$ cat src/logic/mft_pkg.sv
// register map, field layout and types of the multifunction timer core
package mft_pkg;
  // bus address and response codes
  typedef logic [11:0] mft_addr_t;
  localparam logic [1:0] RESP_OKAY   = 2'h0;
  localparam logic [1:0] RESP_SLVERR = 2'h2;
  // register indexes; byte address is four times the index
  localparam logic [7:0] IDX_CL0H = 8'hf0;
  localparam logic [7:0] IDX_CL0L = 8'hf1;
  localparam logic [7:0] IDX_CL1H = 8'hf2;
  localparam logic [7:0] IDX_CL1L = 8'hf3;
  localparam logic [7:0] IDX_CM0H = 8'hf4;
  localparam logic [7:0] IDX_CM0L = 8'hf5;
  localparam logic [7:0] IDX_CM1H = 8'hf6;
  localparam logic [7:0] IDX_CM1L = 8'hf7;
  localparam logic [7:0] IDX_CTRL = 8'hf8;
  localparam logic [7:0] IDX_MODE = 8'hf9;
  localparam logic [7:0] IDX_ICR  = 8'hfa;
  localparam logic [7:0] IDX_PRE  = 8'hfb;
  localparam int         NREG     = 12;
  // counter_control bits
  localparam int B_CEN = 7;
  localparam int B_CCP = 6;
  localparam int B_CCM = 5;
  localparam int B_CCL = 4;
  localparam int B_UDC = 3;
  // mode_select bits
  localparam int B_OEB = 7;
  localparam int B_OEA = 6;
  localparam int B_BM  = 5;
  localparam int B_RM1 = 4;
  localparam int B_RM0 = 3;
  localparam int B_ECK = 2;
  localparam int B_REN = 1;
  localparam int B_CO  = 0;
  // input_pin_control fields and edge code bits
  localparam int INF_HI = 7;
  localparam int INF_LO = 4;
  localparam int EA_LO  = 2;
  localparam int EB_LO  = 0;
  localparam int E_RISE = 1;
  localparam int E_FALL = 0;
  // reset values, count limit and step
  localparam logic [7:0]  RST_BYTE = 8'h00;
  localparam logic [15:0] RST_WORD = 16'h0000;
  localparam logic [15:0] CNT_MAX  = 16'hffff;
  localparam logic [15:0] CNT_STEP = 16'h0001;
  // operating modes
  typedef enum logic [2:0] {
    M_BILOAD, M_BICAP, M_LOAD_MON, M_LOAD_CAP, M_CAP_MON, M_CAP_CAP
  } mft_mode_e;
  // roles of the two input pins
  typedef struct packed {
    logic a_gate, a_trig, a_clk, a_dir;
    logic b_gate, b_trig, b_clk;
    logic ud_pins, ud_clk;
  } mft_roles_s;
  // decoded register address
  typedef struct packed {
    logic       hit;
    logic [3:0] idx;
  } mft_dec_s;
endpackage

$ cat src/logic/mft_edge.sv
// input pin synchroniser with selectable edge detection
`timescale 1ns/1ns
module mft_edge (
  // clock and reset
  input  wire logic       aclk,
  input  wire logic       aresetn,
  // pin and edge selection
  input  wire logic       pin,
  input  wire logic [1:0] edge_sel,
  // synchronised level and edge event
  output logic            lvl,
  output logic            evt
);
  import mft_pkg::*;
  logic [2:0] sh_q;  // two sync stages then history
  // shift the pin through the synchroniser
  always_ff @(posedge aclk) begin
    if (!aresetn) sh_q <= 3'h0;
    else sh_q <= {sh_q[1:0], pin};
  end
  assign lvl = sh_q[1];
  assign evt = (edge_sel[E_RISE] & sh_q[1] & ~sh_q[2])
             | (edge_sel[E_FALL] & ~sh_q[1] & sh_q[2]);
endmodule

$ cat src/logic/mft_presc.sv
// 8-bit down prescaler giving a one-cycle count enable
`timescale 1ns/1ns
module mft_presc #(
  parameter int W = 8  // prescaler width
) (
  // clock and reset
  input  wire logic         aclk,
  input  wire logic         aresetn,
  // control
  input  wire logic         en,
  input  wire logic         reload,
  input  wire logic [W-1:0] preset,
  // divided enable
  output logic              tick
);
  logic [W-1:0] cnt_q;  // remaining input events
  // zero count ends a period of preset plus one
  assign tick = en & (cnt_q == '0);
  // preset taken only on underflow or reload
  always_ff @(posedge aclk) begin
    if (!aresetn) cnt_q <= '0;  // divide by one
    else if (reload || tick) cnt_q <= preset;
    else if (en) cnt_q <= cnt_q - 1'b1;
  end
endmodule

$ cat src/logic/mft_core.sv
// multifunction up/down timer core with axi4-lite register file
//
// Local design decision: the AXI4-Lite interface to the registers.
`timescale 1ns/1ns
module mft_core #(
  parameter bit PARALLEL_OK = 1'b0  // instance has a parallel clock source
) (
  // clock and reset
  input  wire logic              aclk,
  input  wire logic              aresetn,
  // axi4-lite write address
  input  wire mft_pkg::mft_addr_t awaddr,
  input  wire logic              awvalid,
  output logic                   awready,
  // axi4-lite write data
  input  wire logic [31:0]       wdata,
  input  wire logic [3:0]        wstrb,
  input  wire logic              wvalid,
  output logic                   wready,
  // axi4-lite write response
  output logic [1:0]             bresp,
  output logic                   bvalid,
  input  wire logic              bready,
  // axi4-lite read address
  input  wire mft_pkg::mft_addr_t araddr,
  input  wire logic              arvalid,
  output logic                   arready,
  // axi4-lite read data
  output logic [31:0]            rdata,
  output logic [1:0]             rresp,
  output logic                   rvalid,
  input  wire logic              rready,
  // timer pins
  input  wire logic              timer_input_a,
  input  wire logic              timer_input_b,
  output logic                   timer_output_a,
  output logic                   timer_output_b,
  // links to the rest of the timer
  input  wire logic              global_count_gate,
  input  wire logic              out_a_level,
  input  wire logic              out_b_level,
  input  wire logic              par_tick,
  // events for the flag and action logic
  output logic                   match0_evt,
  output logic                   match1_evt,
  output logic                   wrap_evt,
  output logic                   cap0_evt,
  output logic                   cap1_evt
);
  import mft_pkg::*;

  // address decode, shared by read and write paths
  function automatic mft_dec_s dec(input mft_addr_t a);
    mft_dec_s d;
    d.hit = (a[11:10] == 2'h0) && (a[9:2] >= IDX_CL0H) && (a[9:2] <= IDX_PRE);
    d.idx = a[5:2];
    return d;
  endfunction

  function automatic mft_roles_s roles_of(input logic [3:0] f);
    mft_roles_s r;
    r = '0;
    case (f)
      4'h1: r.b_trig = 1'b1;
      4'h2: r.a_gate = 1'b1;
      4'h3: begin
        r.a_gate = 1'b1;
        r.b_trig = 1'b1;
      end
      4'h4: r.b_clk = 1'b1;
      4'h5: r.a_trig = 1'b1;
      4'h6: begin
        r.a_gate = 1'b1;
        r.b_clk  = 1'b1;
      end
      4'h7: begin
        r.a_trig = 1'b1;
        r.b_trig = 1'b1;
      end
      4'h8, 4'hc: begin
        r.ud_pins = 1'b1;
        r.ud_clk  = 1'b1;
      end
      4'h9: begin
        r.a_dir = 1'b1;
        r.b_clk = 1'b1;
      end
      4'ha: begin
        r.ud_pins = 1'b1;
        r.a_trig  = 1'b1;
        r.b_trig  = 1'b1;
      end
      4'hb: r.a_dir = 1'b1;
      4'hd: begin
        r.a_trig = 1'b1;
        r.b_clk  = 1'b1;
      end
      4'he: begin
        r.a_clk  = 1'b1;
        r.b_trig = 1'b1;
      end
      4'hf: begin
        r.a_trig = 1'b1;
        r.b_gate = 1'b1;
      end
      default: r = '0;
    endcase
    return r;
  endfunction

  // software registers
  logic [15:0] cl0_q, cl1_q;        // capture_load_0 and _1
  logic [15:0] cm0_q, cm1_q;        // match_value_0 and _1
  logic [7:0]  ctrl_q;              // counter_control writable bits
  logic [7:0]  mode_q;              // mode_select
  logic [7:0]  icr_q;               // input_pin_control
  logic [7:0]  pre_q;               // prescale_preset
  // timer state
  logic [15:0] cnt_q, cnt_d;        // up/down counter
  logic        armed_q;             // one-shot run permission
  logic        sel_q;               // bivalue register toggle
  logic        dir_q;               // last pin-given direction
  logic        wseen_q;             // wrap since last capture 0
  logic        of0_q;               // wrap_during_capture
  // bus state
  mft_addr_t   awa_q;               // held write address
  logic [7:0]  wd_q;                // held write byte
  logic        ws_q;                // held lane 0 strobe
  logic        awready_q, wready_q, bvalid_q, arready_q, rvalid_q;
  logic [1:0]  bresp_q, rresp_q;
  logic [31:0] rdata_q;
  // event and pin flops
  logic        m0_q, m1_q, wrap_q, c0_q, c1_q, oa_q, ob_q;

  // pin synchronisers, one per input
  logic [1:0] pin_w, lvl_w, evt_w;
  assign pin_w = {timer_input_b, timer_input_a};
  genvar gi;
  generate
    for (gi = 0; gi < 2; gi++) begin : g_pin
      mft_edge u_edge (
        .aclk     (aclk),
        .aresetn  (aresetn),
        .pin      (pin_w[gi]),
        .edge_sel (gi == 0 ? icr_q[EA_LO+1:EA_LO] : icr_q[EB_LO+1:EB_LO]),
        .lvl      (lvl_w[gi]),
        .evt      (evt_w[gi])
      );
    end
  endgenerate

  // decoded controls
  mft_roles_s ro;
  mft_mode_e  mode;
  logic       bm, rm1, rm0, co, ren, par, count_enable;
  assign ro  = roles_of(icr_q[INF_HI:INF_LO]);
  assign bm  = mode_q[B_BM];
  assign rm1 = mode_q[B_RM1];
  assign rm0 = mode_q[B_RM0];
  assign co  = mode_q[B_CO];
  assign ren = mode_q[B_REN];
  assign count_enable = ctrl_q[B_CEN];
  // parallel clock only where the instance has it
  assign par = PARALLEL_OK & mode_q[B_ECK];
  // mode table, second_reg_mode unused in bivalue
  assign mode = bm ? (rm0 ? M_BICAP : M_BILOAD)
              : ({rm1, rm0} == 2'b00) ? M_LOAD_MON
              : ({rm1, rm0} == 2'b10) ? M_LOAD_CAP
              : ({rm1, rm0} == 2'b01) ? M_CAP_MON : M_CAP_CAP;

  // mode groups
  logic is_load, is_bi, mon1;
  assign is_load = (mode == M_BILOAD) | (mode == M_LOAD_MON) | (mode == M_LOAD_CAP);
  assign is_bi   = (mode == M_BILOAD) | (mode == M_BICAP);
  assign mon1    = (mode == M_LOAD_MON) | (mode == M_CAP_MON);

  logic ud_now, up;
  assign ud_now = evt_w[0] | (~evt_w[1] & dir_q);
  assign up = ro.ud_pins ? ud_now : ro.a_dir ? lvl_w[0] : ctrl_q[B_UDC];

  // gate and prescaler clock source
  logic gate_ok, clk_src, run;
  assign gate_ok = (~ro.a_gate | lvl_w[0]) & (~ro.b_gate | lvl_w[1]);
  assign clk_src = par ? par_tick
                 : ro.ud_clk ? (evt_w[0] | evt_w[1])
                 : ro.a_clk ? evt_w[0]
                 : ro.b_clk ? evt_w[1] : 1'b1;
  // local enable and global gate both needed
  assign run = count_enable & global_count_gate & gate_ok & armed_q;

  // triggers: a single trigger pin feeds register 0
  logic trg0, trg1, trg_ok;
  assign trg0 = (ro.a_trig & evt_w[0]) | (ro.b_trig & ~ro.a_trig & evt_w[1]);
  assign trg1 = ro.a_trig & ro.b_trig & evt_w[1];
  // retrigger ignored while a one-shot runs with the REN bit of mode_select set
  assign trg_ok = trg0 & ~(co & armed_q & ren);

  // prescaler and count step
  logic tick, wrap, load_req, clr_req, cap0, cap1, ccl_wr, presc_rl;
  assign presc_rl = clr_req | load_req;
  mft_presc #(.W(8)) u_presc (
    .aclk    (aclk),
    .aresetn (aresetn),
    .en      (run & clk_src),
    .reload  (presc_rl),
    .preset  (pre_q),
    .tick    (tick)
  );
  assign wrap = tick & (up ? (cnt_q == CNT_MAX) : (cnt_q == RST_WORD));

  // captures and trigger loads do not look at count_enable
  // capture registers follow the selected mode
  assign cap0 = (trg_ok & ((mode == M_CAP_MON) | (mode == M_CAP_CAP)))
              | (trg_ok & (mode == M_BICAP) & ~sel_q);
  assign cap1 = (trg_ok & (mode == M_LOAD_CAP))
              | (trg1 & (mode == M_CAP_CAP))
              | (trg_ok & (mode == M_BICAP) & sel_q);
  // continuous mode reloads on end of count in the load modes
  assign load_req = is_load & (trg_ok | (wrap & ~co));
  assign clr_req = ccl_wr
                 | (ctrl_q[B_CCP] & (cap0 | cap1))
                 | (ctrl_q[B_CCM] & m0_q);

  // counter next value: clear, then load, then count
  always_comb begin
    cnt_d = cnt_q;
    if (clr_req) cnt_d = RST_WORD;
    else if (load_req) cnt_d = (is_bi & sel_q) ? cl1_q : cl0_q;
    else if (tick) cnt_d = up ? cnt_q + CNT_STEP : cnt_q - CNT_STEP;
  end

  // counter, one-shot and bivalue state
  always_ff @(posedge aclk) begin
    if (!aresetn) begin
      cnt_q   <= RST_WORD;
      armed_q <= 1'b1;
      sel_q   <= 1'b0;
      dir_q   <= 1'b0;
    end else begin
      cnt_q <= cnt_d;
      // one-shot stops at end of count, trigger rearms
      if (!co) armed_q <= 1'b1;
      else if (trg_ok) armed_q <= 1'b1;
      else if (wrap) armed_q <= 1'b0;
      if (is_bi && (load_req || cap0 || cap1)) sel_q <= ~sel_q;
      if (ro.ud_pins) dir_q <= ud_now;
    end
  end

  // wrap seen since the last register 0 capture
  always_ff @(posedge aclk) begin
    if (!aresetn) begin
      wseen_q <= 1'b0;
      of0_q   <= 1'b0;
    end else if (cap0) begin
      wseen_q <= 1'b0;
      of0_q   <= wseen_q | wrap;
    end else begin
      wseen_q <= wseen_q | wrap;
    end
  end

  // event pulses for the flag logic
  always_ff @(posedge aclk) begin
    if (!aresetn) begin
      {m0_q, m1_q, wrap_q, c0_q, c1_q} <= 5'h00;
    end else begin
      m0_q   <= tick & ~clr_req & ~load_req & (cnt_d == cm0_q);
      m1_q   <= tick & ~clr_req & ~load_req & (cnt_d == cm1_q);
      wrap_q <= wrap;
      c0_q   <= cap0;
      c1_q   <= cap1;
    end
  end

  always_ff @(posedge aclk) begin
    if (!aresetn) begin
      oa_q <= 1'b1;
      ob_q <= 1'b1;
    end else begin
      oa_q <= mode_q[B_OEA] ? out_a_level : 1'b1;
      ob_q <= mode_q[B_OEB] ? out_b_level : 1'b1;
    end
  end

  // write path: address and data may come in either order
  logic      aw_hs, w_hs, wr_go;
  mft_dec_s  wdec, rdec;
  logic [NREG-1:0] we;
  assign aw_hs = awvalid & awready_q;
  assign w_hs  = wvalid & wready_q;
  assign wr_go = ~awready_q & ~wready_q & ~bvalid_q;
  assign wdec  = dec(awa_q);
  generate
    for (gi = 0; gi < NREG; gi++) begin : g_we
      assign we[gi] = wr_go & wdec.hit & ws_q & (wdec.idx == 4'(gi));
    end
  endgenerate
  // clear pulse acts once; the bit kept in ctrl_q reads back as zero
  assign ccl_wr = we[IDX_CTRL[3:0]] & wd_q[B_CCL];

  // axi write handshakes and response
  always_ff @(posedge aclk) begin
    if (!aresetn) begin
      awready_q <= 1'b1;
      wready_q  <= 1'b1;
      bvalid_q  <= 1'b0;
      bresp_q   <= RESP_OKAY;
      awa_q     <= '0;
      wd_q      <= RST_BYTE;
      ws_q      <= 1'b0;
    end else begin
      if (aw_hs) begin
        awa_q     <= awaddr;
        awready_q <= 1'b0;
      end
      if (w_hs) begin
        wd_q     <= wdata[7:0];
        ws_q     <= wstrb[0];
        wready_q <= 1'b0;
      end
      if (wr_go) begin
        bvalid_q <= 1'b1;
        bresp_q  <= wdec.hit ? RESP_OKAY : RESP_SLVERR;
      end else if (bvalid_q && bready) begin
        bvalid_q  <= 1'b0;
        awready_q <= 1'b1;
        wready_q  <= 1'b1;
      end
    end
  end

  // control registers written by software
  always_ff @(posedge aclk) begin
    if (!aresetn) begin
      ctrl_q <= RST_BYTE;
      mode_q <= RST_BYTE;
      icr_q  <= RST_BYTE;
      pre_q  <= RST_BYTE;
    end else begin
      if (we[IDX_CTRL[3:0]]) ctrl_q <= wd_q;
      if (we[IDX_MODE[3:0]]) mode_q <= wd_q;
      if (we[IDX_ICR[3:0]])  icr_q  <= wd_q;
      if (we[IDX_PRE[3:0]])  pre_q  <= wd_q;
    end
  end

  // match registers, byte halves, reset zero
  always_ff @(posedge aclk) begin
    if (!aresetn) begin
      cm0_q <= RST_WORD;
      cm1_q <= RST_WORD;
    end else begin
      if (we[IDX_CM0H[3:0]]) cm0_q[15:8] <= wd_q;
      if (we[IDX_CM0L[3:0]]) cm0_q[7:0]  <= wd_q;
      if (we[IDX_CM1H[3:0]]) cm1_q[15:8] <= wd_q;
      if (we[IDX_CM1L[3:0]]) cm1_q[7:0]  <= wd_q;
    end
  end

  always_ff @(posedge aclk) begin
    if (!aresetn) begin
      cl0_q <= RST_WORD;
      cl1_q <= RST_WORD;
    end else begin
      if (cap0) cl0_q <= cnt_q;
      else begin
        if (we[IDX_CL0H[3:0]]) cl0_q[15:8] <= wd_q;
        if (we[IDX_CL0L[3:0]]) cl0_q[7:0]  <= wd_q;
      end
      if (cap1 || mon1) cl1_q <= cnt_q;
      else begin
        if (we[IDX_CL1H[3:0]]) cl1_q[15:8] <= wd_q;
        if (we[IDX_CL1L[3:0]]) cl1_q[7:0]  <= wd_q;
      end
    end
  end

  // read map; direction, wrap flag, run status
  logic [7:0] rmap [NREG];
  assign rmap[IDX_CL0H[3:0]] = cl0_q[15:8];
  assign rmap[IDX_CL0L[3:0]] = cl0_q[7:0];
  assign rmap[IDX_CL1H[3:0]] = cl1_q[15:8];
  assign rmap[IDX_CL1L[3:0]] = cl1_q[7:0];
  assign rmap[IDX_CM0H[3:0]] = cm0_q[15:8];
  assign rmap[IDX_CM0L[3:0]] = cm0_q[7:0];
  assign rmap[IDX_CM1H[3:0]] = cm1_q[15:8];
  assign rmap[IDX_CM1L[3:0]] = cm1_q[7:0];
  assign rmap[IDX_CTRL[3:0]] = {ctrl_q[B_CEN:B_CCM], 1'b0, ctrl_q[B_UDC], up, of0_q, run};
  assign rmap[IDX_MODE[3:0]] = mode_q;
  assign rmap[IDX_ICR[3:0]]  = icr_q;
  assign rmap[IDX_PRE[3:0]]  = pre_q;
  assign rdec = dec(araddr);

  // axi read: data one edge after the address is taken
  always_ff @(posedge aclk) begin
    if (!aresetn) begin
      arready_q <= 1'b1;
      rvalid_q  <= 1'b0;
      rdata_q   <= 32'h0000_0000;
      rresp_q   <= RESP_OKAY;
    end else if (arvalid && arready_q) begin
      arready_q <= 1'b0;
      rvalid_q  <= 1'b1;
      rdata_q   <= rdec.hit ? {24'h00_0000, rmap[rdec.idx]} : 32'h0000_0000;
      rresp_q   <= rdec.hit ? RESP_OKAY : RESP_SLVERR;
    end else if (rvalid_q && rready) begin
      arready_q <= 1'b1;
      rvalid_q  <= 1'b0;
    end
  end

  // outputs straight from flops
  assign awready        = awready_q;
  assign wready         = wready_q;
  assign bvalid         = bvalid_q;
  assign bresp          = bresp_q;
  assign arready        = arready_q;
  assign rvalid         = rvalid_q;
  assign rdata          = rdata_q;
  assign rresp          = rresp_q;
  assign timer_output_a = oa_q;
  assign timer_output_b = ob_q;
  assign match0_evt     = m0_q;
  assign match1_evt     = m1_q;
  assign wrap_evt       = wrap_q;
  assign cap0_evt       = c0_q;
  assign cap1_evt       = c1_q;
endmodule

$ cat config.mk
export PLATFORM = sky130hd
export DESIGN_NAME = mft_core
export DESIGN_NICKNAME = d
export VERILOG_FILES = /design/src/logic/mft_pkg.sv /design/src/logic/mft_edge.sv /design/src/logic/mft_presc.sv /design/src/logic/mft_core.sv
export SDC_FILE = /design/constraint.sdc
export NUM_CORES = 1
export LEC_CHECK = 0
export ABC_AREA = 1
export ABC_CLOCK_PERIOD_IN_PS = 3300
export BUFFER_PORTS_ARGS = -buffer_cell sky130_fd_sc_hd__buf_2
export CAP_MARGIN = 0
export CORE_MARGIN = 4
export CORE_UTILIZATION = 35
export CTS_BUF_LIST = sky130_fd_sc_hd__clkbuf_4 sky130_fd_sc_hd__clkbuf_8 sky130_fd_sc_hd__clkbuf_16
export DETAILED_ROUTE_END_ITERATION = 7
export PLACE_DENSITY = 0.64
export SKIP_LAST_GASP = 1
export SYNTH_ARGS = -nofsm -noshare
export SYNTH_HDL_FRONTEND = slang
export SYNTH_SLANG_ARGS = --single-unit
export TNS_END_PERCENT = 1
$ cat constraint.sdc
create_clock -name aclk -period 3.3 [get_ports aclk]
set_input_delay 0.33 -clock aclk [delete_from_list [all_inputs] [get_ports aclk]]
set_output_delay 0.33 -clock aclk [all_outputs]
set_load 0.03 [all_outputs]
# After elaboration in Yosys (flattened, before gate mapping)
# Index checks and enable logic that the tools add are counted.
[totals] ramBits=0 mem_bits_ro=0 latch_bits=0 memories=0 ff_bits=200 out_inout_bits=48 inputBits=73 wordCells=268
[classes] reduce_logical=37 n_mul=0 bitwise=97 n_shift=0 eq_ne=36 n_addsub=3 order_cmp=5 n_mux=51 n_div=0
[ops] cell="16-bit two-way mux" n=7
[ops] cell="8-bit two-way mux" n=9
[ops] cell="1-bit AND" n=58
[ops] cell="4-bit equality test, second input constant" n=12
[ops] cell="8-bit binary-select mux with 4-bit select" n=1
[ops] cell="16-bit equality test" n=2
[ops] cell="4-bit by 3-bit equality test with 1-bit output, second input constant" n=8
[ops] cell="1-bit two-way mux" n=29
[ops] cell="1-bit OR" n=21
[ops] cell="1-bit inverter" n=17
[ops] cell="16-bit by 1-bit adder with 16-bit output, second input constant" n=1
[ops] cell="16-bit equality test, second input constant" n=1
[ops] cell="4-bit by 2-bit equality test with 1-bit output, second input constant" n=4
[ops] cell="8-bit greater-or-equal comparator, second input constant" n=2
[ops] cell="8-bit <= comparator, second input constant" n=2
[ops] cell="16-bit zero test" n=1
[ops] cell="16-bit by 1-bit subtractor with 16-bit output, second input constant" n=1
[ops] cell="2-bit nonzero test" n=7
[ops] cell="5-bit OR reduction" n=2
[ops] cell="3-bit two-way mux" n=3
[ops] cell="3-bit OR reduction" n=3
[ops] cell="4-bit by 1-bit equality test with 1-bit output, second input constant" n=2
[ops] cell="1-bit logical AND" n=8
[ops] cell="8-bit zero test" n=1
[ops] cell="16 further kinds" n=27

# Logic depth before layout (Yosys ltp)
[depth] depth_word=19 ltp_mapped=28 depth_no_buf=28

# Modules after synthesis
# A second synthesis with hierarchy kept.
[hier_totals] hier_cells=1567 area_unflattened_um2=10028.4
[modules_own_cells] module="mft_core" cells_per_inst=1436 seq_area_each_um2=3083.0 instances=1 area_each_um2=9220.1
[modules_own_cells] module="mft_presc" cells_per_inst=103 seq_area_each_um2=160.2 instances=1 area_each_um2=600.6
[modules_own_cells] module="mft_edge" cells_per_inst=14 seq_area_each_um2=60.1 instances=2 area_each_um2=103.8

# Least setup slack after synthesis
# Ideal clock, no wire load.
[synth_timing] path_kind="reg-to-reg" startpoint="register icr_q[4]" endpoint="register m0_q (netlist: match0_evt)" path_stages_with_launch=29 n_path_buf=2 path_slack_ps=817 setup_time_ps=64 t_arrival_ps=2420 required_time_ps=3236 path_cell_list="dfxtp_1 > buf_6 > inv_2 > nand2_1 > a21oi_2 > nand3_4 > nand2_4 > buf_6 > nand2_1 > nand2_1 > inv_1 > ha_1 > inv_1 > nand2_1 > nand2_1 > nand2_1 > nand2_1 > nand2_1 > nand2_1 > nand2_1 > nand2_1 > nand2_1 > nor2_1 > nand2_1 > nor2_1 > nand3_1 > nor3_2 > nand3_1 > nor2_1"
[synth_via] elab_chain_len=19
[synth_rtl] item="from (decl)" line="mft_core.sv:116" text="logic [7:0] icr_q;"
[synth_rtl] item="from (signal assigned)" line="mft_core.sv:343" text="if (we[IDX_ICR[3:0]]) icr_q <= wd_q;"
[synth_rtl] item="parallel branches: the longest is 18 deep, another holds 5-bit OR reduction"
[synth_rtl] item="1-bit AND *" line="mft_core.sv:268" text="m0_q <= tick & ~clr_req & ~load_req & (cnt_d == cm0_q);"
[synth_rtl] item="to (signal assigned)" line="mft_core.sv:268"
[synth_rtl] item="to (decl)" line="mft_core.sv:133" text="logic m0_q, m1_q, wrap_q, c0_q, c1_q, oa_q, ob_q;"
# Mark *: on every way between the ends.
# A chain may end at the register's enable or synchronous reset.

# Final worst setup path
[layout_timing] startpoint="register icr_q[4]" endpoint="register u_presc.cnt_q[7]"
[layout_via] elab_chain_len=18
[layout_rtl] item="4-bit equality test or 4-bit by 3-bit equality test with 1-bit output (tied branches)" line="mft_core.sv:63" text="case (f)"
[layout_rtl] item="5-bit OR reduction (no line)"
[layout_rtl] item="1-bit two-way mux" line="mft_core.sv:63"
[layout_rtl] item="1-bit inverter" line="mft_core.sv:193" text="assign trg0 = (ro.a_trig & evt_w[0]) | (ro.b_trig & ~ro.a_trig & evt_w[1]);"
[layout_rtl] item="1-bit AND (2 in series)" line="mft_core.sv:193"
[layout_rtl] item="1-bit OR" line="mft_core.sv:193"
[layout_rtl] item="1-bit AND" line="mft_core.sv:196" text="assign trg_ok = trg0 & ~(co & armed_q & ren);"
[layout_rtl] item="1-bit AND (on tied branches)" line="mft_core.sv:214, mft_core.sv:217, mft_core.sv:215"
[layout_rtl] item="1-bit AND (tied with other cells)" line="mft_core.sv:214" text="| (trg_ok & (mode == M_BICAP) & ~sel_q);"
[layout_rtl] item="1-bit OR (on tied branches)" line="mft_core.sv:214, mft_core.sv:217"
[layout_rtl] item="1-bit OR" line="mft_core.sv:221" text="| (ctrl_q[B_CCP] & (cap0 | cap1))"
[layout_rtl] item="1-bit AND" line="mft_core.sv:221"
[layout_rtl] item="1-bit OR" line="mft_core.sv:221"
[layout_rtl] item="1-bit OR" line="mft_core.sv:222" text="| (ctrl_q[B_CCM] & m0_q);"
[layout_rtl] item="1-bit OR" line="mft_core.sv:200" text="assign presc_rl = clr_req | load_req;"
[layout_rtl] item="1-bit logical OR" line="mft_presc.sv:22" text="else if (reload || tick) cnt_q <= preset;"
[layout_rtl] item="8-bit two-way mux or 2-bit nonzero test (tied branches)"
[layout_rtl] item="to (signal assigned)" line="mft_presc.sv:22"
[layout_rtl] item="to (signal assigned)" line="mft_presc.sv:23" text="else if (en) cnt_q <= cnt_q - 1'b1;"
[layout_rtl] item="to (decl)" line="mft_presc.sv:16" text="logic [W-1:0] cnt_q;"
# Parallel ways exist; a longest one is shown, timed or not.

==> results.sh <==
export IMPL_track_usage=0.214
export IMPL_power_share_clock=0.460
export IMPL_dp_slack_ns=0.0915
export IMPL_detail_route_first_pass_iterations=8
export IMPL_postRouteWirelength_mm=33.8
export IMPL_synth_seq_cells=168
export IMPL_dp_cells=1959
export IMPL_root_buffer="clkbuf_16"
export IMPL_yosysWarnings=0
export IMPL_timing_rr_start="icr_q[4]"
export IMPL_ant_nets=0
export IMPL_route_detailed_drc=0
export IMPL_leakage_nw=5.01
export IMPL_grt_max_degree=115
export IMPL_syn_area_sq_um=9860
export IMPL_drv_cap=0
export IMPL_grt_pass1_vias=9405
export IMPL_clockBufferDepth=2
export IMPL_clock_skew_ns=0.0118
export IMPL_slew_headroom=0.291
export IMPL_fmax_mhz=307
export IMPL_rsz0062_at_grt="true"
export IMPL_port_buffers=62
export IMPL_syn_to_final_growth_pct=14.8
export IMPL_hold_path_class="input pin to flip-flop"
export IMPL_die_area_sq_um=30900
export IMPL_dpl_hpwl_mm=25.9
export IMPL_arrival_ns=3.59
export IMPL_crit_chain="nand2_2 -> inv_2 -> nand3_1 -> nand3_4 -> nand2_4 -> nand2_1 -> nand2_1 -> nand2_2 -> nand2_4 -> nand2_4 -> nand2_1 -> buf_4 -> nor2_1 -> inv_1 -> nand2_1 -> o221ai_1 -> nand2_1 -> inv_1"
export IMPL_endpoint="u_presc.cnt_q[7]"
export IMPL_period_minus_slack_ns=3.26
export IMPL_worst_slack_ns=0.0405
export IMPL_overflow=0
export IMPL_fin_cells=1991
export IMPL_ir_drop_mv=0.364
export IMPL_tritoncts="done"
export IMPL_antenna_cells=0
export IMPL_reg2reg_slack_ns=0.04
export IMPL_final_hold_viol_count=0
export IMPL_rows=61
export IMPL_cp_start_kind="flip-flop"
export IMPL_ys_dominant_reg_cell="dfxtp_1"
export IMPL_slew_violations=0
export IMPL_ctsHoldBuffers=0
export IMPL_worst_pin_slew_ns=1.06
export IMPL_grt_pass1_wl_mm=51.9
export IMPL_drive_above_1_share=0.136
export IMPL_status="finished, final reports clean"
export IMPL_switchingPower_mw=1.17
export IMPL_pin_count=121
export IMPL_finalSetupViolations=0
export IMPL_avgSynthCellArea_sq_um=6.46
export IMPL_critPathKind="flip-flop to flip-flop"
export IMPL_start_util=0.355
export IMPL_power_frac_comb=0.073
export IMPL_viasPerCell=5.22
export IMPL_die_w_um=176
export IMPL_startpoint="icr_q[4]"
export IMPL_r2r_end="u_presc.cnt_q[7]"
export IMPL_clk_pin_slew_worst_paths_ns=0.07
export IMPL_required_ns=3.64
export IMPL_clock_latency_ns=0.44
export IMPL_switching_share=0.263
export IMPL_routedWlPerCell_um=17.0
export IMPL_cts_made_buffers=17
export IMPL_ys_types=49
export IMPL_cts_sinks=168
export IMPL_crit_fanout=11
export IMPL_rr_worst_depth=18
export IMPL_gp_congestion=0.987
export IMPL_first_iter_violations=1107
export IMPL_power_internal_mw=3.29
export IMPL_synth_seq_area_share=0.341
export IMPL_synthCells=1527
export IMPL_vias=10400
export IMPL_synth_edf_count=0
export IMPL_power_density_nw_per_um2=394
export IMPL_crit_top_cell="nand2_1"
export IMPL_core_sq_um=27800
export IMPL_period_share=0.988
export IMPL_slowest_delay_ns=0.56
export IMPL_async_flop_share=0
export IMPL_slowest_stage="dfxtp_1"
export IMPL_die_h_um=176
export IMPL_pwr_share_seq=0.467
export IMPL_nNetsFinal=1675
export IMPL_end_kind="flip-flop"
export IMPL_antenna_found_initial=0
export IMPL_cts_post_setup_buffers_inserted=0
export IMPL_cts_htree_levels=4
export IMPL_cts_resized=0
-- final cells by class --
class	count	area, sq um
well taps	378	473
clock buffers	18	439
clock inverters	14	163
repair buffers	130	846
fillers	2979	16500
flip-flops and latches	168	3360
inverters	191	717
multi-input cells	1092	5320
-- critical path, delay by kind of cell (launching register included) --
kind                   cells  cell delay, ns
AND/OR/NAND/NOR           13            1.97
flip-flops                 1            0.56
buffers and inverters      4            0.51
AO/OA/AOI/OAI              1            0.10
-- layout by cell type (no fill, tap or decap), drive strengths merged, types with 4 or more instances in the layout --
cell / synthesis / layout
a211oi: 4 / 4
a21oi: 167 / 167
a31oi: 4 / 4
a32oi: 14 / 14
buf: 48 / 130
clkbuf: 53 / 18
clkinv: 4 / 7
conb: 1 / 26
dfxtp: 168 / 168
inv: 187 / 193
nand2: 356 / 356
nand3: 117 / 117
nand3b: 10 / 10
nand4: 10 / 10
nor2: 133 / 133
nor3: 19 / 19
o211ai: 12 / 12
o21ai: 166 / 166
o221ai: 12 / 12
o22ai: 8 / 8
o311ai: 4 / 4
o41ai: 4 / 4
xor2: 13 / 13
-- Yosys cell counts, types with 3 or more instances --
cell        n  area (sq um)
nor2_2      4          25.0
a32oi_1    14           123
clkbuf_1   52           195
o22ai_1     8          50.1
o21ai_0   157           786
inv_2      11          41.3
nand4_1    10          62.6
nand3b_1   10          75.1
inv_1     176           661
buf_6       7          78.8
o211ai_1   12          90.1
a31oi_1     4          25.0
nor3_1     16          80.1
dfxtp_1   168          3360
nand2_2    25           156
o41ai_1     4          35.0
buf_4      29           218
o311ai_0    4          35.0
nor2_1    129           484
nor3_2      3          30.0
a211oi_1    4          30.0
o21ai_1     7          35.0
clkinv_1    4          15.0
nand2_1   327          1230
nand2_4     4          45.0
buf_2      10          50.1
a21oi_1   164           821
o221ai_1   12           105
nand3_1   114           571
xor2_1     12           105
-- metrics by stage --
| stage | power [mW] | setup TNS [ns] | hold slack, ns | instance area [sq um] | util |
|---|---|---|---|---|---|
| 2_1_floorplan | 2.35 | 0 | 0.389 | 9960 | - |
| 6_report | 4.46 | 0 | 0.0738 | 11300 | 0.408 |
| 5_1_grt | 4.60 | -1.15 | 0.0766 | 11300 | 0.408 |
| 3_3_place_gp | 2.44 | 0 | 0.402 | 10700 | 0.386 |
| 4_1_cts | 4.48 | 0 | 0.0609 | 11300 | 0.408 |
| 3_5_place_dp | 2.45 | 0 | 0.402 | 10700 | 0.386 |
-- state kept, by name (all words and copies together), names as in the netlist, 4 cells and up --
register / cells
cl1_q: 16
ctrl_q: 4
cnt_q: 16
pre_q: 8
mode_q: 8
icr_q: 8
cl0_q: 16
u_presc.cnt_q: 8
awa_q: 10
wd_q: 8
cm1_q: 16
g_pin.u_edge.sh_q: 6
rdata: 8
cm0_q: 16
-- how the worst min path moves through the flow --
stage                               to  slack (ns)  cells past startpoint                    start
2_1_floorplan           timer_output_a        0.39                      1                mode_q[6]
3_3_place_gp   g_pin[1].u_edge.sh_q[1]        0.40                      2  g_pin[1].u_edge.sh_q[0]
3_5_place_dp   g_pin[1].u_edge.sh_q[1]        0.40                      2  g_pin[1].u_edge.sh_q[0]
4_1_cts        g_pin[0].u_edge.sh_q[0]        0.06                      3            timer_input_a
5_1_grt                 timer_output_b        0.08                      3              out_b_level
6_report       g_pin[1].u_edge.sh_q[0]        0.07                      3            timer_input_b
-- power groups by stage --
stage	Combinational [mW]	Clock (mW)	Sequential [mW]
2_1_floorplan	0.220	0	2.13
3_3_place_gp	0.316	0	2.13
3_5_place_dp	0.320	0	2.13
4_1_cts	0.320	2.08	2.08
5_1_grt	0.354	2.16	2.09
6_report	0.326	2.05	2.08
-- layer usage --
metal,track usage,share of wire,vias up
li1,-,-,5133
met1,0.291,0.44,4714
met2,0.343,0.45,498
met3,0.0390,0.085,49
met4,0.0718,0.025,0
met5,0,0,-
-- logic make-up after synthesis --
logic type / share of synthesized area
mux: 0.00101
buf+inv: 0.129
other cells: 0.000380
xor+xnor: 0.0132
fa+ha+maj: 0.00254
simple gates: 0.287
flops: 0.341
compound gates: 0.226
No activity file was read; power rests on OpenSTA's default activity.
